## src/core/macrocell_map.vh

```
// Constants for the macrocell preload and observe logic
`ifndef MACROCELL_MAP_VH
`define MACROCELL_MAP_VH

// Clock period in ns
`define CLK_PERIOD_NS 10
// Power-up clear time in us, and the cycle count derived from it
`define POWERUP_CLEAR_TIME_US 10
`define POWERUP_CLEAR_CYCLES ((`POWERUP_CLEAR_TIME_US * 1000) / `CLK_PERIOD_NS)
// Observe valid output window in ns
`define OBSERVE_VALID_MIN_NS 100
`define OBSERVE_VALID_MAX_NS 500
`define OBSERVE_VALID_CYCLES (`OBSERVE_VALID_MAX_NS / `CLK_PERIOD_NS)
// Step delay and preload pulse limits for the tester, in ns
`define STEP_DELAY_MIN_NS 500
`define STEP_DELAY_MAX_NS 5000
`define PRELOAD_PULSE_MIN_NS 250
`define PRELOAD_PULSE_MAX_NS 700
// Register reset value
`define REG_RESET_VALUE 1'b0

`endif

```

## src/core/macrocell_preload_observe.v

```verilog
// Preload, observe and power-up clear logic for the macrocell registers
`timescale 1ns/1ps
`include "macrocell_map.vh"
module macrocell_preload_observe #(
  parameter NCELL = 16,
  parameter NDED = 4,
  parameter CLEAR_CYCLES = `POWERUP_CLEAR_CYCLES
) (
  input wire clk,
  input wire rst,
  input wire [NDED-1:0] dedIn,
  input wire [NDED-1:0] preloadUseTrue,
  input wire [NDED-1:0] preloadUseComp,
  input wire [NDED-1:0] observeUseTrue,
  input wire [NDED-1:0] observeUseComp,
  input wire clockOrLatchStrobe,
  input wire [NCELL-1:0] ioIn,
  input wire [NCELL-1:0] logicD,
  input wire [NCELL-1:0] normalOe,
  input wire [NCELL-1:0] activeLow,
  output reg [NCELL-1:0] ioOut,
  output reg [NCELL-1:0] ioOe,
  output wire [NCELL-1:0] regQ,
  output wire preloadMode,
  output wire observeMode,
  output wire clearDone
);

  ////////////////////////////////////////////////////////////////////////
  // Pin mode codes; observe outranks preload when both terms are true
  localparam [1:0] MODE_NORMAL = 2'h0;
  localparam [1:0] MODE_PRELOAD = 2'h1;
  localparam [1:0] MODE_OBSERVE = 2'h2;

  // Bank value that the power-up clear forces into every register
  localparam [NCELL-1:0] CLEAR_BANK = {NCELL{`REG_RESET_VALUE}};

  // Bits needed to hold a count up to the given limit
  function integer bitsFor;
    input integer limit;
    integer rest;
    begin
      bitsFor = 1;
      rest = limit;
      while (rest > 1) begin
        bitsFor = bitsFor + 1;
        rest = rest / 2;
      end
    end
  endfunction

  // Pin level of a register bank after the per-cell polarity
  function [NCELL-1:0] pinLevel;
    input [NCELL-1:0] bank;
    input [NCELL-1:0] invert;
    begin
      pinLevel = bank ^ invert;
    end
  endfunction

  // Pin mode from the two global terms, observe first
  function [1:0] modeOf;
    input preload;
    input observe;
    begin
      if (observe) begin
        modeOf = MODE_OBSERVE;
      end else if (preload) begin
        modeOf = MODE_PRELOAD;
      end else begin
        modeOf = MODE_NORMAL;
      end
    end
  endfunction

  ////////////////////////////////////////////////////////////////////////
  // Global product terms built from dedicated inputs only
  wire preloadTerm;
  wire observeTerm;

  term_and #(.WIDTH(NDED)) uPreload (
    .inBits(dedIn),
    .useTrue(preloadUseTrue),
    .useComp(preloadUseComp),
    .termOut(preloadTerm)
  );

  term_and #(.WIDTH(NDED)) uObserve (
    .inBits(dedIn),
    .useTrue(observeUseTrue),
    .useComp(observeUseComp),
    .termOut(observeTerm)
  );

  // Modes track the terms combinationally, no latching of entry
  assign preloadMode = preloadTerm;
  assign observeMode = observeTerm;

  ////////////////////////////////////////////////////////////////////////
  // Power-up clear counter; registers stay cleared until it expires
  localparam CW = bitsFor(CLEAR_CYCLES);
  // Last count of the clear, held at the counter's width
  localparam [CW-1:0] CLEAR_LAST = CLEAR_CYCLES[CW-1:0] - 1'b1;
  reg [CW-1:0] clearCnt_ff;
  reg clearDone_ff;
  reg [CW-1:0] nxt_clearCnt;
  reg nxt_clearDone;

  // Next value of the clear counter
  always @* begin
    nxt_clearCnt = clearCnt_ff;
    nxt_clearDone = clearDone_ff;
    if (!clearDone_ff) begin
      if (clearCnt_ff >= CLEAR_LAST) begin
        nxt_clearDone = 1'b1;
      end else begin
        nxt_clearCnt = clearCnt_ff + 1'b1;
      end
    end
  end

  // Clear counter registers
  always @(posedge clk or posedge rst) begin
    if (rst) begin
      clearCnt_ff <= {CW{1'b0}};
      clearDone_ff <= 1'b0;
    end else begin
      clearCnt_ff <= nxt_clearCnt;
      clearDone_ff <= nxt_clearDone;
    end
  end

  // Clear status seen by the tester
  assign clearDone = clearDone_ff;

  ////////////////////////////////////////////////////////////////////////
  // Strobe rising edge detect; the strobe is sampled as synchronous
  reg strobe_ff;
  wire strobeRise;

  // Previous strobe level
  always @(posedge clk or posedge rst) begin
    if (rst) begin
      strobe_ff <= 1'b0;
    end else begin
      strobe_ff <= clockOrLatchStrobe;
    end
  end

  // Rising edge of the pin clock; idle low matches the reset value
  assign strobeRise = clockOrLatchStrobe & ~strobe_ff;

  ////////////////////////////////////////////////////////////////////////
  // Macrocell registers
  reg [NCELL-1:0] q_ff;
  reg [NCELL-1:0] nxt_q;

  // Preload takes the pin value, otherwise the array result on the edge
  always @* begin
    nxt_q = q_ff;
    if (!clearDone_ff) begin
      nxt_q = CLEAR_BANK;
    end else if (strobeRise) begin
      if (preloadMode) begin
        nxt_q = ioIn;
      end else begin
        nxt_q = logicD;
      end
    end
  end

  // Register bank, cleared LOW at reset
  always @(posedge clk or posedge rst) begin
    if (rst) begin
      q_ff <= CLEAR_BANK;
    end else begin
      q_ff <= nxt_q;
    end
  end

  // Register contents straight from the bank
  assign regQ = q_ff;

  ////////////////////////////////////////////////////////////////////////
  // Output drive; observe overrides every enable, preload releases pins
  wire [1:0] pinMode;
  reg [NCELL-1:0] nxt_ioOut;
  reg [NCELL-1:0] nxt_ioOe;

  // Mode that decides the pins this cycle
  assign pinMode = modeOf(preloadMode, observeMode);

  // Next pin drive and enable
  always @* begin
    case (pinMode)
      MODE_OBSERVE: begin
        nxt_ioOut = q_ff;
        nxt_ioOe = {NCELL{1'b1}};
      end
      MODE_PRELOAD: begin
        nxt_ioOut = pinLevel(q_ff, activeLow);
        nxt_ioOe = {NCELL{1'b0}};
      end
      default: begin
        nxt_ioOut = pinLevel(q_ff, activeLow);
        nxt_ioOe = normalOe;
      end
    endcase
  end

  // Pin drive registers, one cycle after the mode change
  always @(posedge clk or posedge rst) begin
    if (rst) begin
      ioOut <= {NCELL{1'b0}};
      ioOe <= {NCELL{1'b0}};
    end else begin
      ioOut <= nxt_ioOut;
      ioOe <= nxt_ioOe;
    end
  end

endmodule

```

## src/core/term_and.v

```verilog
// Wide AND product term over true and complement dedicated inputs
`timescale 1ns/1ps
module term_and #(
  parameter WIDTH = 4
) (
  input wire [WIDTH-1:0] inBits,
  input wire [WIDTH-1:0] useTrue,
  input wire [WIDTH-1:0] useComp,
  output wire termOut
);
  // A literal passes when unconnected; both connected forces false
  assign termOut = &((~useTrue | inBits) & (~useComp | ~inBits));
endmodule

```

## config.mk

```make
export PLATFORM = sky130hd
export DESIGN_NAME = macrocell_preload_observe
export DESIGN_NICKNAME = d
export VERILOG_FILES = /design/src/core/macrocell_preload_observe.v /design/src/core/term_and.v
export VERILOG_INCLUDE_DIRS = /design/src /design/src/core
export SDC_FILE = /design/constraint.sdc
export NUM_CORES = 1
export LEC_CHECK = 0
export ABC_CLOCK_PERIOD_IN_PS = 1900
export BUFFER_PORTS_ARGS = -buffer_cell sky130_fd_sc_hd__buf_2
export CORE_MARGIN = 2
export CORE_UTILIZATION = 44
export CTS_BUF_LIST = sky130_fd_sc_hd__clkbuf_16
export DETAILED_ROUTE_END_ITERATION = 7
export PLACE_DENSITY = 0.86
export RECOVER_POWER = 25
export SYNTH_ARGS = -nofsm -noshare
export SYNTH_HDL_FRONTEND = slang
export SYNTH_SLANG_ARGS = --single-unit
```

## constraint.sdc

```tcl
create_clock -name clk -period 1.9 [get_ports clk]
set_clock_uncertainty 0.05 [all_clocks]
set_input_delay 0.19 -clock clk [delete_from_list [all_inputs] [get_ports clk]]
set_output_delay 0.19 -clock clk [all_outputs]
set_load 0.1 [all_outputs]
```

==> results.py <==
metrics = {
    "run_status": {
        "result_of_the_run": "finished clean",
    },
    "global_routing": {
        "globalRouteTotalUtil_pct": 20.6,
        "global_route_wire_length_before_repair_um": 9890,
        "grt_antenna_before_repair": 0,
        "grt_pass1_vias": 2214,
        "grt_max_degree": 41,
        "grt.overflow.total": 0,
    },
    "logic_synthesis": {
        "netlist_top_cells_area": "sky130_fd_sc_hd__dfrtp_1 59%, sky130_fd_sc_hd__nand2_1 10%, sky130_fd_sc_hd__mux2i_1 9.4%",
        "yosys_warnings": 0,
        "synthesis.area_mm2": 0.00255,
        "ys_seq_elements": 60,
        "synth.lib_cells_used.distinct": 28,
        "syn_avg_cell_area_um2": 11.1,
        "netlist_instances": 229,
        "synth_ff_type": "sky130_fd_sc_hd__dfrtp_1",
        "synth_top_area_share_pct": 58.9,
        "sequential_fraction_of_the_synthesis_area_pct": 58.9,
        "yosysTopAreaCell": "sky130_fd_sc_hd__dfrtp_1",
        "share_of_async_settable_or_async_resettable_flops_after_synthesis_pct": 100,
        "mappedNetlistNets": 317,
        "number_of_enable_flip_flop_cells_after_synthesis": 0,
    },
    "critical_path": {
        "cp_cell_sequence": "buf_2 -> mux2i_1 -> nand4_1 -> inv_1 -> buf_12",
        "timing.setup.critical_path_class": "input port to output port",
        "timing.critical_path.required_ns": 1.66,
        "r2r_cells": 5,
        "max_incr_delay_on_cp_ns": 0.42,
        "worst_path_max_delay_cell": "sky130_fd_sc_hd__nand4_1",
        "crit-reg2reg-launch": "clearCnt_ff[0]",
        "worstPathArrival_ns": 1.40,
        "crit_path_start_kind": "input port",
        "reg2reg_setup_slack_ns": 0.28,
        "worst_r2r_endpoint": "clearCnt_ff[1]",
        "crit_path_end_kind": "output port",
        "path_max_fanout": 10,
    },
    "clock_tree": {
        "cts_tree": "done",
        "numClockSinks": 60,
        "htree_levels": 3,
        "cts_post_setup_buffers_inserted": 0,
        "worst_setup_hold_path_clk_slew_ns": 0.05,
        "clock_tree.buffer_depth": 2,
        "clk_latency_ns": 0.32,
        "cts.root.buffer_cell": "sky130_fd_sc_hd__clkbuf_16",
        "clock_buffer_count_from_cts": 9,
    },
    "placement": {
        "place_worst_setup_slack_ns": 0.275,
        "postPlaceCellArea_mm2": 0.00336,
        "post-dp-hpwl_um": 4610,
        "port_buffers": 137,
        "finalWeightedCongestion": 0.774,
    },
    "timing": {
        "slew_headroom_pct": 45.6,
        "grt_setup_unrepaired": "false",
        "setup-tns-final_ns": 0,
        "setup_viol": 0,
        "worst_pin_slew_ns": 0.815,
        "final.min_clock_period_ns": 1.64,
        "final-hold-violation-count": 0,
        "timing.fmax_mhz": 611,
        "timing_max_transition_violations_final": 0,
        "postLayoutSetupSlackWorst_ns": 0.263,
        "period_share_pct": 86.2,
        "fin_hold_ws_ns": 0.0193,
    },
    "drt": {
        "drt-wirelength-per-cell_um": 13.5,
        "detailed_routing_iterations_pass_1": 4,
        "routed_via_density": 4.74,
        "drc_violation_count_after_routing": 0,
        "drt_first_iter_violations": 44,
        "antenna_violating_nets_post_route": 0,
        "dr_total_vias": 2148,
        "routed_wl_um": 6100,
    },
    "floorplan": {
        "start_util_pct": 46.0,
        "die_area_mm2": 0.00642,
        "row_cnt": 27,
        "top_level_ports": 138,
        "fp.coreArea_mm2": 0.00554,
        "die_width_um": 80.1,
        "chipHeight_um": 80.1,
    },
    "worst_hold_path": {
        "hold_sp": "normalOe[1]",
        "hold_end": "ioOe[1]",
        "hold_path_depth": 3,
        "min_path_type": "input port to flop",
    },
    "power": {
        "vdd.ir_drop.worst_v": 0.000626,
        "pwr_density_cell_mw_per_mm2": 971,
        "p_leak_nw": 2.06,
    },
    "cells_and_area": {
        "num-nets-final": 464,
        "final_area_mm2": 0.00365,
        "layout_common_cells": "133 x sky130_fd_sc_hd__buf_2, 70 x sky130_fd_sc_hd__nand2_1, 59 x sky130_fd_sc_hd__dfrtp_1",
        "drive_above_1_share_pct": 42.0,
        "final_common_cell": "sky130_fd_sc_hd__buf_2",
        "area_delta_synth_final_pct": 43.1,
        "antenna-diode-count": 0,
    },
    "run": {
        "max_capacitance_violation_count": 0,
    },
}
==> registers in the layout, indices dropped and copies added (netlist names) <==
register and flops:
clearCnt_ff 10, clearDone 1, ioOe 16, ioOut 16, regQ 16, strobe_ff 1
==> worst max path at each step <==
| stage | from | to | slack [ns] | cells past startpoint |
|---|---|---|---|---|
| after floorplan | rst | clearDone | 0.04 | 1 |
| after CTS | clearCnt_ff[0] | clearCnt_ff[1] | 0.27 | 5 |
| after global placement | clearCnt_ff[0] | clearCnt_ff[1] | 0.33 | 5 |
| final | dedIn[2] | preloadMode | 0.26 | 5 |
| after global routing | dedIn[2] | preloadMode | 0.15 | 5 |
| after detailed placement | clearCnt_ff[0] | clearCnt_ff[1] | 0.28 | 5 |
==> layer usage <==
layer  GRT usage [%]  vias up  wire [um]
met3            6.52       10        426
met1            24.4      991       2450
met5               0        -          0
met4            7.63        0         95
li1                -     1055          -
met2            35.2       92       3130
==> power by group <==
part           leakage (nW)  total [mW]  internal, mW  switching (mW)
Clock                 0.141        1.50         0.992           0.510
Sequential            0.748        1.34          1.33          0.0119
Combinational          1.17       0.700         0.164           0.536
==> repair_timing <==
action / 4_1_cts / 5_1_grt
resized for setup: 0 / 0
endpoints found under the hold margin: 21 / 0
hold buffers: 2 / 0
==> stage by stage <==
step | std cells | util [%] | total power [mW]
6_report | 453 | 65.9 | 3.55
3_5_place_dp | 435 | 60.7 | 2.07
4_1_cts | 453 | 66.2 | 3.59
5_1_grt | 453 | 65.9 | 3.70
2_1_floorplan | 229 | - | 1.88
3_3_place_gp | 435 | 60.7 | 2.06
==> worst max-delay path: cells and delay by family <==
family	cells	cell delay [ns]
multiplexers	1	0.22
buffers and inverters	3	0.57
AND/OR/NAND/NOR	1	0.42
==> synthesized netlist by cell type, types with 2 or more instances <==
cell type / number
sky130_fd_sc_hd__buf_2: 3
sky130_fd_sc_hd__clkbuf_1: 2
sky130_fd_sc_hd__inv_1: 4
sky130_fd_sc_hd__nand3_1: 5
sky130_fd_sc_hd__o21ai_1: 12
sky130_fd_sc_hd__mux2i_1: 24
sky130_fd_sc_hd__dfrtp_1: 60
sky130_fd_sc_hd__nand4_1: 2
sky130_fd_sc_hd__nand2_1: 70
sky130_fd_sc_hd__and3_1: 2
sky130_fd_sc_hd__xnor2_1: 21
sky130_fd_sc_hd__o21ai_0: 4
sky130_fd_sc_hd__buf_6: 3
sky130_fd_sc_hd__mux2_2: 2
sky130_fd_sc_hd__and2_1: 2
==> final cells by class <==
cell class	count	area [um2]
Clock inverter	7	58.8
Sequential cell	60	1500
Inverter	4	15.0
Clock buffer	9	225
Multi-Input combinational cell	157	962
Fill cell	464	1890
Timing Repair Buffer	144	796
Tap cell	72	90.1
==> logic make-up (layout without fill, tap and decap cells) <==
logic type,after synthesis,after routing,synth area share (%)
AND/OR/NAND/NOR,87,87,15.3
multiplexers,26,26,10.3
adder cells (fa/ha/maj),1,1,0.491
buffers and inverters,12,164,2.80
AO/OA/AOI/OAI,22,22,5.01
XOR/XNOR,21,21,7.21
flip-flops,60,60,58.9
No activity file was read; power rests on OpenSTA's default activity.
